**config.mk**
```make
export PLATFORM = sky130hd
export DESIGN_NAME = comparator_reference_control
export DESIGN_NICKNAME = d
export VERILOG_FILES = /design/src/ref_ctrl_pkg.sv /design/src/comparator_reference_control.sv /design/src/ladder_tap_decoder.sv /design/src/comparator_source_mux.sv
export SDC_FILE = /design/constraint.sdc
export NUM_CORES = 1
export LEC_CHECK = 0
export CAP_MARGIN = 30
export CORE_UTILIZATION = 46
export CTS_CLUSTER_DIAMETER = 120
export DETAILED_ROUTE_END_ITERATION = 6
export DONT_BUFFER_PORTS = 1
export PLACE_DENSITY_LB_ADDON = 0.2
export SLEW_MARGIN = 20
export SYNTH_ARGS = -nofsm -noshare
export SYNTH_HDL_FRONTEND = slang
export SYNTH_HIERARCHICAL = 1
export SYNTH_SLANG_ARGS = --single-unit
export TNS_END_PERCENT = 5
```
**constraint.sdc**
```tcl
create_clock -name pclk -period 3.6 [get_ports pclk]
set_input_delay 0.72 -clock pclk [delete_from_list [all_inputs] [get_ports pclk]]
set_output_delay 0.72 -clock pclk [all_outputs]
set_load 0.02 [all_outputs]
```
**src/ref_ctrl_pkg.sv**
```systemverilog
/*
  constants, register map and shared types for the comparator reference control.
  assumes a 32-bit apb master on pclk and an analog ladder that decodes the tap outputs.
*/
package ref_ctrl_pkg;

    localparam int DATA_W = 32;
    localparam int ADDR_W = 12;
    localparam int CODE_W = 4;
    localparam int TAP_W = 5;

    // register byte offsets
    localparam logic [ADDR_W-1:0] OFF_CTRL = 12'h000;
    localparam logic [ADDR_W-1:0] OFF_LADDER_EN = 12'h004;
    localparam logic [ADDR_W-1:0] OFF_STATUS = 12'h008;

    // reference_control fields
    localparam int CMP1_SEL_BIT = 7;
    localparam int CMP2_SEL_BIT = 6;
    localparam int RANGE_BIT = 5;
    localparam int FIXED_EN_BIT = 4;
    localparam int CODE_LSB = 0;

    // status fields
    localparam int ST_CLAMP_BIT = 0;
    localparam int ST_CURRENT_BIT = 1;
    localparam int ST_FIXED_BIT = 2;
    localparam int ST_OSC_BIT = 3;

    // reset values
    localparam logic [7:0] CTRL_RESET = 8'h00;
    localparam logic LADDER_EN_RESET = 1'b0;

    // high range sits a quarter up the 32-step ladder
    localparam logic [TAP_W-1:0] HIGH_BASE = 5'h08;
    localparam logic [CODE_W-1:0] CODE_ZERO = 4'h0;

    // oscillator status synchroniser depth
    localparam int OSC_SYNC_N = 3;

    typedef enum logic [1:0] {
        PH_IDLE = 2'b00,
        PH_SETUP = 2'b01,
        PH_ACCESS = 2'b11
    } apb_phase_t;

endpackage : ref_ctrl_pkg

```
**src/comparator_reference_control.sv**
```systemverilog
/*
  comparator voltage reference control: apb register slave, ladder tap decode,
  clamp and current gating, fixed reference enable, comparator source selects.
  assumes a zero-wait apb master on pclk; the oscillator status is asynchronous.
*/
`timescale 1ns/100ps
module comparator_reference_control
    import ref_ctrl_pkg::*;
(
    // clock and reset
    input wire logic pclk,
    input wire logic presetn,
    // apb slave
    input wire logic psel,
    input wire logic penable,
    input wire logic pwrite,
    input wire logic [ref_ctrl_pkg::ADDR_W-1:0] paddr,
    input wire logic [ref_ctrl_pkg::DATA_W-1:0] pwdata,
    input wire logic [3:0] pstrb,
    output logic [ref_ctrl_pkg::DATA_W-1:0] prdata,
    output logic pready,
    output logic pslverr,
    // oscillator status
    input wire logic fast_internal_oscillator,
    // ladder
    output logic ladder_power_enable,
    output logic ladder_range_select,
    output logic [ref_ctrl_pkg::CODE_W-1:0] ladder_level_code,
    output logic [ref_ctrl_pkg::TAP_W-1:0] ladder_tap_num,
    output logic ladder_tap_div24,
    output logic ladder_current_on,
    output logic ladder_clamp_ground,
    // fixed reference
    output logic fixed_reference_on,
    // comparator sources
    output logic cmp1_route_ladder,
    output logic cmp1_route_fixed,
    output logic cmp2_route_ladder,
    output logic cmp2_route_fixed
);
    import ref_ctrl_pkg::*;

    typedef struct packed {
        apb_phase_t phase;
        logic [7:0] ctrl;
        logic ladder_en;
        logic [OSC_SYNC_N-1:0] osc_sync;
        logic osc_agreed;
        logic [DATA_W-1:0] rdata;
        logic ladder_on;
        logic range_low;
        logic [CODE_W-1:0] code;
        logic [TAP_W-1:0] tap_num;
        logic tap_div24;
        logic current_on;
        logic clamp;
        logic fixed_on;
        logic c1_ladder;
        logic c1_fixed;
        logic c2_ladder;
        logic c2_fixed;
    } state_t;

    // reset image is consistent with ctrl = 0: high range, fixed source routed
    localparam state_t STATE_RESET = '{
        phase: PH_IDLE,
        ctrl: CTRL_RESET,
        ladder_en: LADDER_EN_RESET,
        osc_sync: '0,
        osc_agreed: 1'b0,
        rdata: '0,
        ladder_on: LADDER_EN_RESET,
        range_low: 1'b0,
        code: CODE_ZERO,
        tap_num: HIGH_BASE,
        tap_div24: 1'b0,
        current_on: 1'b0,
        clamp: 1'b0,
        fixed_on: 1'b0,
        c1_ladder: 1'b0,
        c1_fixed: 1'b1,
        c2_ladder: 1'b0,
        c2_fixed: 1'b1
    };

    state_t state_reg;
    state_t state_next;

    logic setup_cyc;
    logic access_cyc;
    logic hit_ctrl;
    logic hit_ladder_en;
    logic hit_status;
    logic addr_hit;
    logic wr_ok;
    logic [7:0] ctrl_d;
    logic ladder_en_d;
    logic osc_agreed_d;
    logic clamp_d;
    logic [TAP_W-1:0] tap_num_d;
    logic tap_div24_d;
    logic c1_ladder_d;
    logic c1_fixed_d;
    logic c1_want;
    logic c2_ladder_d;
    logic c2_fixed_d;
    logic c2_want;
    logic [DATA_W-1:0] read_word;

    // bus decode
    assign setup_cyc = psel && !penable;
    assign access_cyc = psel && penable && (state_reg.phase == PH_SETUP);
    assign hit_ctrl = (paddr == OFF_CTRL);
    assign hit_ladder_en = (paddr == OFF_LADDER_EN);
    assign hit_status = (paddr == OFF_STATUS);
    assign addr_hit = hit_ctrl || hit_ladder_en || hit_status;
    // only byte lane 0 carries implemented bits
    assign wr_ok = access_cyc && pwrite && pstrb[0];

    assign ctrl_d = (wr_ok && hit_ctrl) ? pwdata[7:0] : state_reg.ctrl;
    assign ladder_en_d = (wr_ok && hit_ladder_en) ? pwdata[0] : state_reg.ladder_en;

    // oscillator change counts once second and third stages agree
    assign osc_agreed_d = (state_reg.osc_sync[1] == state_reg.osc_sync[2])
        ? state_reg.osc_sync[2] : state_reg.osc_agreed;

    ladder_tap_decoder u_tap (
        .range_low(ctrl_d[RANGE_BIT]),
        .code(ctrl_d[CODE_LSB +: CODE_W]),
        .tap_num(tap_num_d),
        .tap_div24(tap_div24_d)
    );

    comparator_source_mux u_cmp1 (
        .ladder_select(ctrl_d[CMP1_SEL_BIT]),
        .route_ladder(c1_ladder_d),
        .route_fixed(c1_fixed_d),
        .wants_current(c1_want)
    );

    comparator_source_mux u_cmp2 (
        .ladder_select(ctrl_d[CMP2_SEL_BIT]),
        .route_ladder(c2_ladder_d),
        .route_fixed(c2_fixed_d),
        .wants_current(c2_want)
    );

    // clamp wins over the selects so the zero-crossing setup draws nothing
    assign clamp_d = !ladder_en_d && ctrl_d[RANGE_BIT] &&
        (ctrl_d[CODE_LSB +: CODE_W] == CODE_ZERO);

    always_comb begin
        read_word = '0;
        if (hit_ctrl) begin
            read_word[7:0] = state_reg.ctrl;
        end else if (hit_ladder_en) begin
            read_word[0] = state_reg.ladder_en;
        end else if (hit_status) begin
            read_word[ST_CLAMP_BIT] = state_reg.clamp;
            read_word[ST_CURRENT_BIT] = state_reg.current_on;
            read_word[ST_FIXED_BIT] = state_reg.fixed_on;
            read_word[ST_OSC_BIT] = state_reg.osc_agreed;
        end
    end

    always_comb begin
        state_next = state_reg;
        case (state_reg.phase)
            PH_IDLE: begin
                if (setup_cyc) begin
                    state_next.phase = PH_SETUP;
                end
            end
            PH_SETUP: begin
                state_next.phase = (psel && penable) ? PH_ACCESS : PH_IDLE;
            end
            PH_ACCESS: begin
                state_next.phase = setup_cyc ? PH_SETUP : PH_IDLE;
            end
            default: begin
                state_next.phase = PH_IDLE;
            end
        endcase
        // read data is captured in setup so it leaves a flop in access
        if (setup_cyc) begin
            state_next.rdata = read_word;
        end
        state_next.ctrl = ctrl_d;
        state_next.ladder_en = ladder_en_d;
        state_next.osc_sync = {state_reg.osc_sync[1:0], fast_internal_oscillator};
        state_next.osc_agreed = osc_agreed_d;
        state_next.ladder_on = ladder_en_d;
        state_next.range_low = ctrl_d[RANGE_BIT];
        state_next.code = ctrl_d[CODE_LSB +: CODE_W];
        state_next.tap_num = tap_num_d;
        state_next.tap_div24 = tap_div24_d;
        state_next.clamp = clamp_d;
        state_next.current_on = (c1_want || c2_want) && !clamp_d;
        state_next.fixed_on = ctrl_d[FIXED_EN_BIT] || osc_agreed_d;
        state_next.c1_ladder = c1_ladder_d;
        state_next.c1_fixed = c1_fixed_d;
        state_next.c2_ladder = c2_ladder_d;
        state_next.c2_fixed = c2_fixed_d;
    end

    always_ff @(posedge pclk or negedge presetn) begin
        if (!presetn) begin
            state_reg <= STATE_RESET;
        end else begin
            state_reg <= state_next;
        end
    end

    // outputs
    assign prdata = state_reg.rdata;
    assign pready = psel && penable;
    assign pslverr = psel && penable && !addr_hit;
    assign ladder_power_enable = state_reg.ladder_on;
    assign ladder_range_select = state_reg.range_low;
    assign ladder_level_code = state_reg.code;
    assign ladder_tap_num = state_reg.tap_num;
    assign ladder_tap_div24 = state_reg.tap_div24;
    assign ladder_current_on = state_reg.current_on;
    assign ladder_clamp_ground = state_reg.clamp;
    assign fixed_reference_on = state_reg.fixed_on;
    assign cmp1_route_ladder = state_reg.c1_ladder;
    assign cmp1_route_fixed = state_reg.c1_fixed;
    assign cmp2_route_ladder = state_reg.c2_ladder;
    assign cmp2_route_fixed = state_reg.c2_fixed;

    logic ctrl_wr;
    logic en_wr;
    assign ctrl_wr = psel && penable && pwrite && pstrb[0] && hit_ctrl;
    assign en_wr = psel && penable && pwrite && pstrb[0] && hit_ladder_en;
endmodule : comparator_reference_control

```
**src/ladder_tap_decoder.sv**
```systemverilog
/*
  maps range and level code onto a ladder tap numerator and divider choice.
  assumes the ladder offers a 24-step string and a 32-step string.
*/
`timescale 1ns/100ps
module ladder_tap_decoder
    import ref_ctrl_pkg::*;
(
    // control
    input wire logic range_low,
    input wire logic [ref_ctrl_pkg::CODE_W-1:0] code,
    // tap
    output logic [ref_ctrl_pkg::TAP_W-1:0] tap_num,
    output logic tap_div24
);
    always_comb begin
        tap_div24 = range_low;
        if (range_low) begin
            tap_num = {1'b0, code};
        end else begin
            tap_num = {1'b0, code} + HIGH_BASE;
        end
    end
endmodule : ladder_tap_decoder

```
**src/comparator_source_mux.sv**
```systemverilog
/*
  per-comparator reference source select, one instance per comparator.
  assumes the analog mux is break-before-make on its own.
*/
`timescale 1ns/100ps
module comparator_source_mux (
    // select
    input wire logic ladder_select,
    // routes
    output logic route_ladder,
    output logic route_fixed,
    output logic wants_current
);
    // exactly one source is routed at any time
    always_comb begin
        route_ladder = ladder_select;
        route_fixed = !ladder_select;
        wants_current = ladder_select;
    end
endmodule : comparator_source_mux

```
== Word-level counts from Yosys, hierarchy flattened ==
Cells that the tools add are included.

* Mux-type cells: 13
* Reduce and logical (&&, ||, !) cells: 24
* Equal/unequal tests: 6
* Add/sub/neg operators: 1

{| class="wikitable"
|+ Operator list
! kind !! number
|-
| == test 12 x 3 -> 1 bit (second input constant) || 1
|-
| == test 12 x 4 -> 1 bit (second input constant) || 1
|-
| logical NOT 12 bit || 1
|-
| two-way mux 4 bit || 3
|-
| logical AND 1 bit || 11
|-
| two-way mux 8 bit || 1
|-
| logical NOT 1 bit || 6
|-
| case mux 2 bit (3 select lines) || 1
|-
| adder 4 x 4 -> 5 bit (second input constant) || 1
|-
| two-way mux 5 bit || 1
|-
| logical NOT 4 bit || 1
|-
| logical OR 1 bit || 4
|-
| two-way mux 1 bit || 4
|-
| two-way mux 2 bit || 2
|-
| two-way mux 3 bit || 1
|-
| == test 2 x 1 -> 1 bit (second input constant) || 1
|-
| == test 2 bit (second input constant) || 1
|-
| logical NOT 2 bit || 1
|-
| != test 2 bit (second input constant) || 1
|-
| == test 1 bit || 1
|}

* Register bits: 40
* Word-level logic and storage cells: 60
* Output and inout port bits: 53
* Input bits: 54

== Longest topological paths before layout ==
Gate-level depths: netlist (run 1).

* Depth in word-level cells: 11
* Gate-level depth with buffers: 9
* Depth with buffers taken out: 7

== Cells and area by module ==
The synthesis (run 1) kept the hierarchy.

{| class="wikitable"
|+ By module, submodules not included
! module !! cells an instance !! area each (µm²) !! seq. area each (µm²) !! times used
|-
| comparator_reference_control || 160 || 1,814.2 || 904.6 || 1
|-
| ladder_tap_decoder || 6 || 46.3 || 0.0 || 1
|-
| comparator_source_mux || 3 || 18.8 || 0.0 || 2
|}

== Least setup slack after synthesis (run 1) ==
OpenSTA, ideal clock, no wires.

* Kind: input -> register
* From: in paddr[1] (netlist bit)
* To: reg state_reg (netlist bit ladder_current_on)
* Library setup time: 136 ps
* Arrival time: 2,259 ps
* Stages: 9
* Setup slack: 1,206 ps
* Buffers on the path: 2
* Data required time: 3,464 ps
* Cells stage by stage: nor4_2 -> and4_1 -> buf_6 -> nand3_4 -> mux2_4 -> buf_4 -> o21ai_0 -> a21o_2 -> o211ai_1

{| class="wikitable"
|+ RTL lines
! item !! RTL line !! RTL
|-
| from (decl) || comparator_reference_control.sv:17 || <nowiki>input wire logic [ref_ctrl_pkg::ADDR_W-1:0] paddr,</nowiki>
|-
| to (signal assigned) || comparator_reference_control.sv:210 || <nowiki>state_reg <= state_next;</nowiki>
|-
| to (decl) || comparator_reference_control.sv:86 || <nowiki>state_t state_reg;</nowiki>
|}

== Worst setup path after layout (run 1) ==
* From: in paddr[1] (netlist bit)
* To: out pslverr

* Word-level cells in the longest chain between the ends: 5
* Elaborated cells on any way between the ends: 7
* Those cells by class: 2 x eq/ne; 5 x reduce/logical

{| class="wikitable"
|+ RTL lines
! item !! RTL line !! RTL
|-
| == test 12 x 3 -> 1 bit or logical NOT 12 bit (tied branches) || comparator_reference_control.sv:114, comparator_reference_control.sv:113 ||
|-
| logical OR 1 bit || comparator_reference_control.sv:116 || <nowiki>assign addr_hit = hit_ctrl || hit_ladder_en || hit_status;</nowiki>
|-
| logical OR 1 bit (*) || comparator_reference_control.sv:116 ||
|-
| logical NOT 1 bit (*) || comparator_reference_control.sv:217 || <nowiki>assign pslverr = psel && penable && !addr_hit;</nowiki>
|-
| logical AND 1 bit (*) || comparator_reference_control.sv:217 ||
|-
| to (decl) || comparator_reference_control.sv:22 || <nowiki>output logic pslverr,</nowiki>
|}

Mark *: on every way between the ends. The rest lies on a longest branch, timed or not.

==> results of run 1 <==
==> stage by stage <==
step           power [mW]   util  hold WS [ps]
3_5_place_dp        0.463  0.434           349
2_1_floorplan       0.484      -           331
3_3_place_gp        0.463  0.434           337
5_1_grt             0.862  0.467           105
6_report            0.834  0.467           124
4_1_cts             0.845  0.467           113
==> per-layer routing <==
metal,vias up,GRT usage,part of all wire
met5,-,0,0
met4,0,0.0612,0.0070
met3,2,0.0828,0.090
met2,44,0.261,0.51
met1,487,0.190,0.39
li1,466,-,-
==> area by class of cell <==
cell class	instances	area, um2	share of cell area
Inverter	6	22.5	0.0127
Clock inverter	1	30.0	0.0169
Tap cell	48	60.1	0.0338
Clock buffer	7	96.3	0.0543
Multi-Input combinational cell	100	662	0.373
Sequential cell	36	905	0.510
==> cells in the mapped netlist, types with 2 or more instances <==
| master | number | area (um2) |
|---|---|---|
| dfstp_2 | 3 | 78.8 |
| dfrtp_1 | 33 | 826 |
| nor4_1 | 2 | 12.5 |
| buf_4 | 50 | 375 |
| mux2_4 | 7 | 105 |
| nor3_1 | 3 | 15.0 |
| nor4_2 | 2 | 25.0 |
| mux2i_1 | 4 | 40.0 |
| nand4_1 | 2 | 12.5 |
| nand2_1 | 18 | 67.6 |
| inv_1 | 5 | 18.8 |
| o21ai_1 | 4 | 20.0 |
| o41ai_1 | 3 | 26.3 |
| nor2_1 | 5 | 18.8 |
| nor2b_1 | 2 | 12.5 |
==> worst paths after layout <==
path / slack [ps] / start / end / cells after the start
worst max-delay path: 1110 / paddr[1] / pslverr / 3
worst min-delay path: 120 / presetn / prdata[1] / 0
worst max register to register: 1670 / state_reg[65] / ladder_current_on / 7
worst min register to register: 360 / state_next[53] / state_next[54] / 0
max in group asynchronous: 3290 / presetn / ladder_tap_num[3] / 0
min in group pclk: 360 / state_next[53] / state_next[54] / 0
==> cells by family after synthesis <==
logic type | after synthesis | share of synthesized area
AO/OA/AOI/OAI | 21 | 0.0831
XOR/XNOR | 1 | 0.00462
adder cells (fa/ha/maj) | 2 | 0.0119
buffers and inverters | 59 | 0.220
flip-flops | 36 | 0.477
multiplexers | 11 | 0.0765
other | 1 | 0.00198
AND/OR/NAND/NOR | 41 | 0.125
==> power groups by stage <==
stage          clock, mW  combinational, mW  sequential (mW)
6_report           0.377             0.0415            0.415
4_1_cts            0.389             0.0409            0.415
2_1_floorplan          0             0.0620            0.422
5_1_grt            0.401             0.0459            0.415
3_5_place_dp           0             0.0407            0.423
3_3_place_gp           0             0.0403            0.422
==> worst max-delay path, stage by stage <==
cell	delay, ps
nor4_2	270
and4_1	440
a21boi_0	330
==> metrics.cfg, run 1 <==
[cells_and_area]
fillers = 364
layout.nets = 204
fin_cells = 198
layout_common_cells = dfrtp_1, conb_1, nand2_1
design_area_um2 = 1780
areaGrowthSynthToFinish_pct = -6.46
largest_reg_flops = 10
layout-drive-gt1-share = 0.167
diodes = 0
layout_commonest_cell = dfrtp_1

[pwr]
p_leak_nw = 0.865
seqPwrFrac = 0.498
p_int_mw = 0.663
p_switching_mw = 0.171
irDropWorstVdd_mv = 0.223
p_per_area_nw_per_um2 = 470
pwr-share-clk = 0.452
switching_share = 0.205
combPwrFrac = 0.050

[synth]
syn_area_um2 = 1900
synth_ff_type = dfrtp_1
ys_types = 44
ys_ff_latch = 36
ys_async_sr_fraction = 1.00
synth_warnings = 6
synth_edf_count = 0
seq_area_frac_synth = 0.477
postSynthAreaPerCell_um2 = 11.0
syn_inst = 172

[sta]
slew_headroom = 0.556
finalHoldViolCount = 0
tns_ps = 0
rsz0062_at_grt = false
fmax_ghz = 0.402
clock_skew_ps = 8.60
tightest_slew_ps = 660
finalCritPeriodShare = 0.691
finalMaxSlewViolations = 0
setup_viol = 0
min_period_ps = 2490
setup_ws_ps = 1110

[clock_network]
htreeDepth = 2
clock_tree.root_cell = clkbuf_8
hold_buffers = 0
cts_tree = done
clk_path_buf_depth = 2
cts_resized = 0
worstSkewPairLatency_ps = 280
post-cts-setup-buffers = 0
numCtsBuffers = 5
clkTransAtPathRegs_ps = 70
cts.sinks = 36

[global_routing]
track_usage = 0.165
grt_first_pass_wirelength_mm = 5.13
antenna_found_initial = 0
overflow = 0
grt_pass1_vias = 1041
grt_max_degree = 37

[place]
dp_cells = 190
place.gp.congestion = 0.767
hpwl_mm = 2.49
pre_cts_ws_ps = 984
dpl-instance-area_um2 = 1650
port-buffer-count = 0

[flow_run]
drv_cap = 0

[worst_setup_path]
crit_arrival_ps = 1770
crit_path_end_kind = primary output
crit_path_start_kind = input port
cp.required_ps = 2880
worstSetupPathType = in2out
worstPathMaxFanout = 7

[drt]
drt_iter0_markers = 9
vias_per_cell = 5.05
vias = 999
wire_per_inst_um = 16.5
drtAntennaViolNets = 0
drt_wl_total_mm = 3.27
drc = 0
drt_pass1_iterations = 3

[floorplan]
fp.dieH_um = 66.2
rows = 22
io_pins = 107
start_util = 0.500
die_w_um = 66.2
dieArea_um2 = 4390
core-area_um2 = 3800

[outcome]
outcome = completed

[min_path]
hold_class = in2async

Power figures use the tool's default switching activity.
==> run 2, diff against run 1 <==
--- a/config.mk
+++ b/config.mk
@@ -5,6 +5,7 @@
 export SDC_FILE = /design/constraint.sdc
 export NUM_CORES = 1
 export LEC_CHECK = 0
+export ABC_AREA = 1
 export CAP_MARGIN = 30
 export CORE_UTILIZATION = 46
 export CTS_CLUSTER_DIAMETER = 120
==> constraint.sdc (replaced) <==
create_clock -name pclk -period 2.4 [get_ports pclk]
set_input_delay 0.48 -clock pclk [delete_from_list [all_inputs] [get_ports pclk]]
set_output_delay 0.48 -clock pclk [all_outputs]
set_load 0.02 [all_outputs]
==> metrics.cfg, run 2 <==
[outcome]
outcome = completed

[min_path]
hold_class = in2async

[drt]
drt_wl_total_mm = 2.84  ; -13%
vias = 1055  ; +5.6%
drc = 0  ; unchanged
vias_per_cell = 4.51  ; -11%
drt_pass1_iterations = 2  ; -1
drtAntennaViolNets = 0  ; unchanged
wire_per_inst_um = 12.1  ; -27%
drt_iter0_markers = 20  ; +11

[pwr]
p_per_area_nw_per_um2 = 659  ; +40%
total_power_mw = 1.15  ; +38%
irDropWorstVdd_mv = 0.358  ; +60%
p_leak_nw = 0.872  ; +0.86%

[synth]
synth_fa_ha_area_frac = 0.0122  ; +0.000288
postSynthAreaPerCell_um2 = 9.13  ; -17%
synth_top_area_share = 0.446  ; +0.0106
synth_top_family_by_area = buffers and inverters
synth_top_area_cell = dfrtp_1
synth_ff_type = dfrtp_1
synth_edf_count = 0  ; unchanged
synth_top_cells_by_count = buf_4, nand2_1, dfrtp_1
syn_area_um2 = 1850  ; -2.4%
synthMuxAreaShare = 0  ; -0.0765
synth_warnings = 6  ; unchanged
seq_area_frac_synth = 0.488  ; +0.0116
ys_types = 29  ; -34%
ys_async_sr_fraction = 1.00  ; unchanged
synth_xor_area_frac = 0  ; -0.00461
synth_area_leaders = dfrtp_1, buf_4, nand2_1
yosysMostFrequentCell = buf_4
synth_compound_area_frac = 0.0452  ; -0.0378
syn_inst = 203  ; +18%
yosys.area_share.simple = 0.203  ; +0.0773
ys_ff_latch = 36  ; unchanged

[place]
port-buffer-count = 0  ; unchanged
dp_cells = 225  ; +18%
place.gp.congestion = 0.876  ; +14%
hpwl_mm = 2.16  ; -13%

[worst_setup_path]
path_buf_inv = 0  ; unchanged
slowest_stage = or3_1
worstSetupPathType = in2out
worstPathMaxFanout = 2  ; -5
cp.required_ps = 1920  ; -960 ps
critical-path-top-delay-family = simple AND/OR/NAND/NOR gates
slowest_delay_ps = 370  ; -70 ps
crit_path_end_kind = primary output
crit_path_start_kind = input port
path_cells = nor2_1 > nand2_1 > or3_1 > nand2_1 > nor2_1
crit_arrival_ps = 1230  ; -540 ps

[cells_and_area]
fillers = 370  ; +1.6%
layout.nets = 240  ; +18%
diodes = 0  ; unchanged
fin_cells = 234  ; +18%
layout_commonest_cell = nand2_1
areaGrowthSynthToFinish_pct = -5.60
largest_reg_flops = 10  ; unchanged
layout-drive-gt1-share = 0.156  ; -0.0108
layout_common_cells = nand2_1, dfrtp_1, conb_1

[clock_network]
cts_tree = done
hold_buffers = 1  ; +1
clk_path_buf_depth = 2  ; unchanged
post-cts-setup-buffers = 0  ; unchanged
cts_resized = 0  ; unchanged
clkTransAtPathRegs_ps = 70  ; about the same
clock_tree.root_cell = clkbuf_8
cts.sinks = 36  ; unchanged
worstSkewPairLatency_ps = 280  ; about the same
numCtsBuffers = 5  ; unchanged
htreeDepth = 2  ; unchanged

[sta]
finalHoldViolCount = 0  ; unchanged
finalMaxSlewViolations = 0  ; unchanged
min_period_ps = 1710
tns_ps = 0  ; unchanged
rsz0062_at_grt = false
clock_skew_ps = 1.45  ; -7.15 ps
setup_viol = 0  ; unchanged
finalCritPeriodShare = 0.711
fmax_ghz = 0.586

[floorplan]
dieArea_um2 = 4290  ; -2.3%
io_pins = 107  ; unchanged
die_w_um = 65.5  ; -1.2%
core-area_um2 = 3770  ; -0.72%
rows = 22  ; unchanged
fp.dieH_um = 65.5  ; -1.2%
start_util = 0.491  ; -0.00830

[flow_run]
drv_cap = 0  ; unchanged

[global_routing]
grt_first_pass_wirelength_mm = 4.67  ; -9.0%
antenna_found_initial = 0  ; unchanged
grt_max_degree = 34  ; -8.1%
overflow = 0  ; unchanged
track_usage = 0.149  ; -0.0157
grt_pass1_vias = 1010  ; -3.0%

[run 2: cell types whose count changed in the layout (fill, tap and decap cells not counted), sizes merged, moves of 3 or more]
| cell | change |
|---|---|
| nand4 | +3 |
| inv | +16 |
| nor2 | +13 |
| o41ai | -3 |
| nor4 | -4 |
| mux2i | -4 |
| mux2 | -7 |
| nand2 | +28 |
| nor3 | -3 |
[run 2: worst register-to-register path, cell delays in order (launching register included)]
cell,delay (ps)
dfrtp_1,410
nor2_4,130
nand2_2,90
nor2_4,170
nand3_4,150
nand2_1,90
nand2_1,100
inv_1,90
ha_1,230
[run 2: area by class of cell]
type / count / area [um2] / share of cell area
flip-flops and latches: 36 / 905 / 0.517
multi-input cells: 116 / 572 / 0.327
inverters: 24 / 91.3 / 0.0522
clock buffers: 7 / 86.3 / 0.0494
well taps: 48 / 60.1 / 0.0343
repair buffers: 2 / 27.5 / 0.0157
clock inverters: 1 / 7.51 / 0.00429
[run 2: layer usage]
layer / up-vias / GRT usage / wire (um)
met1: 489 / 0.169 / 1110
met5: - / 0 / 0
met2: 45 / 0.227 / 1390
met4: 0 / 0.0543 / 46
met3: 6 / 0.0938 / 288
li1: 515 / - / -
[run 2: cells by family (layout without fill, tap and decap cells)]
kind of cell               after synthesis  in the layout
AOI/OAI and AO/OA                       14             14
adders and majority gates                2              2
buffers and inverters                   74             34
DFF                                     36             36
other                                    1             24
and+or+nand+nor                         76             76
[run 2: stage by stage]
| stage | hold WS (ps) | utilization | cell area, um2 | setup slack, ps |
|---|---|---|---|---|
| 2_1_floorplan | 184 | - | 1940 | 717 |
| 3_3_place_gp | 186 | 0.434 | 1640 | 699 |
| 3_5_place_dp | 185 | 0.434 | 1640 | 688 |
| 4_1_cts | 16.7 | 0.464 | 1750 | 688 |
| 5_1_grt | 11.3 | 0.464 | 1750 | 614 |
| 6_report | 15.8 | 0.464 | 1750 | 694 |
[run 2: worst paths after layout]
path | from | endpoint | slack (ps) | cells after the start
hold reg to reg | state_next[53] | state_next[54] | 350 | 0
setup reg to reg | state_reg[65] | ladder_tap_num[3] | 880 | 8
max in group asynchronous | presetn | state_reg[64] | 2220 | 1
hold / removal | presetn | cmp2_route_ladder | 20 | 1
min in group pclk | fast_internal_oscillator | state_next[53] | 220 | 0
setup / recovery | paddr[7] | pslverr | 690 | 5
[run 2: report_power, final]
part | switching [mW] | leakage [nW] | total [mW] | internal [mW]
Sequential | 0.0153 | 0.440 | 0.634 | 0.619
Combinational | 0.0668 | 0.388 | 0.0835 | 0.0167
Clock | 0.201 | 0.0445 | 0.434 | 0.233
Total | 0.283 | 0.872 | 1.15 | 0.869
==> run 3, diff against run 2 <==
--- a/config.mk
+++ b/config.mk
@@ -5,7 +5,7 @@
 export SDC_FILE = /design/constraint.sdc
 export NUM_CORES = 1
 export LEC_CHECK = 0
-export ABC_AREA = 1
+export ABC_AREA = 0
 export CAP_MARGIN = 30
 export CORE_UTILIZATION = 46
 export CTS_CLUSTER_DIAMETER = 120
==> constraint.sdc (replaced) <==
create_clock -name pclk -period 1.5 [get_ports pclk]
set_input_delay 0.3 -clock pclk [delete_from_list [all_inputs] [get_ports pclk]]
set_output_delay 0.3 -clock pclk [all_outputs]
set_load 0.02 [all_outputs]
==> metrics.cfg, run 3 (synthesis gave the netlist of run 1 again) <==
[global_routing]
grt_max_degree = 37  ; +8.8%
overflow = 0  ; unchanged
antenna_found_initial = 0  ; unchanged
track_usage = 0.179  ; +0.0300
grt_first_pass_wirelength_mm = 5.66  ; +21%
grt_pass1_vias = 1132  ; +12%

[cells_and_area]
diodes = 0  ; unchanged
largest_reg_flops = 10  ; unchanged
layout.nets = 228  ; -5.0%
fin_cells = 222  ; -5.1%
areaGrowthSynthToFinish_pct = 5.01
layout-drive-gt1-share = 0.305  ; +0.149
layout_commonest_cell = dfrtp_1
layout_common_cells = dfrtp_1, conb_1, buf_4

[place]
place.gp.congestion = 0.769  ; -12%
pre_cts_ws_ps = -307  ; -995 ps
dp_cells = 209  ; -7.1%
hpwl_mm = 2.75  ; +27%
port-buffer-count = 0  ; unchanged

[outcome]
outcome = finished, violations left
violations = negative setup slack

[sta]
setup_viol = 14  ; +14
finalCritPeriodShare = 1.08
rsz0062_at_grt = true
setup_ws_ps = -123  ; -818 ps
hold-worst-slack_ps = 43.8  ; +28.1 ps
fmax_ghz = 0.616
finalHoldViolCount = 0  ; unchanged
tns_ps = -811  ; -811 ps
min_period_ps = 1620
clock_skew_ps = 8.31  ; +6.86 ps
finalMaxSlewViolations = 0  ; unchanged

[worst_setup_path]
worstPathMaxFanout = 5  ; +3
slowest_stage = dfrtp_1
path_cells = nand4b_4 > nor2_4 > nand3_4 > mux2_4 > o2111ai_2 > o211ai_1
reg2regPathDepth = 6  ; -2
crit_arrival_ps = 1780  ; +550 ps
crit_path_end_kind = flip-flop
crit_path_start_kind = flip-flop
cp.required_ps = 1660  ; -260 ps
worstSetupPathType = reg2reg
slowest_delay_ps = 390  ; +20 ps

[floorplan]
fp.dieH_um = 66.2  ; +1.2%
die_w_um = 66.2  ; +1.2%
rows = 22  ; unchanged
io_pins = 107  ; unchanged
core-area_um2 = 3800  ; +0.73%
dieArea_um2 = 4390  ; +2.4%
start_util = 0.500  ; +0.00830

[clock_network]
clock_tree.root_cell = clkbuf_8
cts_tree = done
cts.sinks = 36  ; unchanged
clk_path_buf_depth = 2  ; unchanged
clkTransAtPathRegs_ps = 70  ; about the same
htreeDepth = 2  ; unchanged
worstSkewPairLatency_ps = 280  ; about the same
numCtsBuffers = 5  ; unchanged

[drt]
vias_per_cell = 4.96  ; +10%
drtAntennaViolNets = 0  ; unchanged
drt_pass1_iterations = 4  ; +2
drt_wl_total_mm = 3.58  ; +26%
drt_iter0_markers = 33  ; +65%
vias = 1102  ; +4.5%
wire_per_inst_um = 16.1  ; +33%
drc = 0  ; unchanged

[pwr]
total_power_mw = 1.96  ; +70%
p_per_area_nw_per_um2 = 981  ; +49%
p_leak_nw = 0.982  ; +13%
irDropWorstVdd_mv = 0.642  ; +80%

[min_path]
hold_depth = 0
hold_class = in2reg

[flow_run]
drv_cap = 0  ; unchanged

run 3: changes by cell type in the layout (fill, tap and decap cells not counted), moves of 3 or more:
cell and change:
mux2i_1 +4, nand2_2 -5, inv_2 -3, nand2_1 -23
nand4_1 -3, buf_4 +21, nor2_1 -10, nor3_1 +3
o41ai_1 +3, inv_1 -13, mux2_4 +7
run 3: where the power goes:
group          leakage [nW]  switching, mW  internal (mW)
clock network        0.0552          0.323          0.493
registers             0.480         0.0115          0.983
logic                 0.447          0.105         0.0396
run 3: final cells by class:
type                            instances  area [um2]
Inverter                                6        22.5
Sequential cell                        36         905
Tap cell                               48        60.1
Multi-Input combinational cell        100         703
Timing Repair Buffer                   24         195
Fill cell                             333        1810
Clock buffer                            6        72.6
Clock inverter                          2        35.0
run 3: repair_timing:
item / CTS / global route
gates cloned: 0 / 0
gates resized for setup: 5 / 1
pin swaps: 5 / 0
setup endpoints to repair: 20 / 20
hold buffers: 2 / 0
endpoints found under the hold margin: 36 / 0
buffers inserted: 1 / 2
run 3: per-layer routing:
layer	track usage	up-vias	routed length, um	part of all wire
li1	-	506	-	-
met1	0.212	540	1380	0.39
met2	0.298	52	1900	0.53
met3	0.0741	4	273	0.076
met4	0.0479	0	23	0.0064
met5	0	-	0	0
run 3: critical path: cells and delay by family, from the launching register on:
kind | cells | cell delay (ps)
simple gates | 3 | 440
compound gates | 2 | 310
flops | 1 | 390
mux | 1 | 360
run 3: metrics by stage:
stage | util | cell area [um2]
detailed placement | 0.476 | 1810
floorplan | - | 2010
finish | 0.525 | 1990
global route | 0.525 | 1990
CTS | 0.520 | 1970
global placement | 0.476 | 1810
run 3: final timing paths:
check,endpoint,slack [ps],from
hold / removal,state_next[53],40,fast_internal_oscillator
hold reg to reg,state_next[54],350,state_next[53]
min in group asynchronous,ladder_current_on,500,presetn
setup / recovery,ladder_current_on,-120,state_reg[65]
setup reg to reg,ladder_current_on,-120,state_reg[65]
max in group asynchronous,cmp1_route_fixed,760,presetn
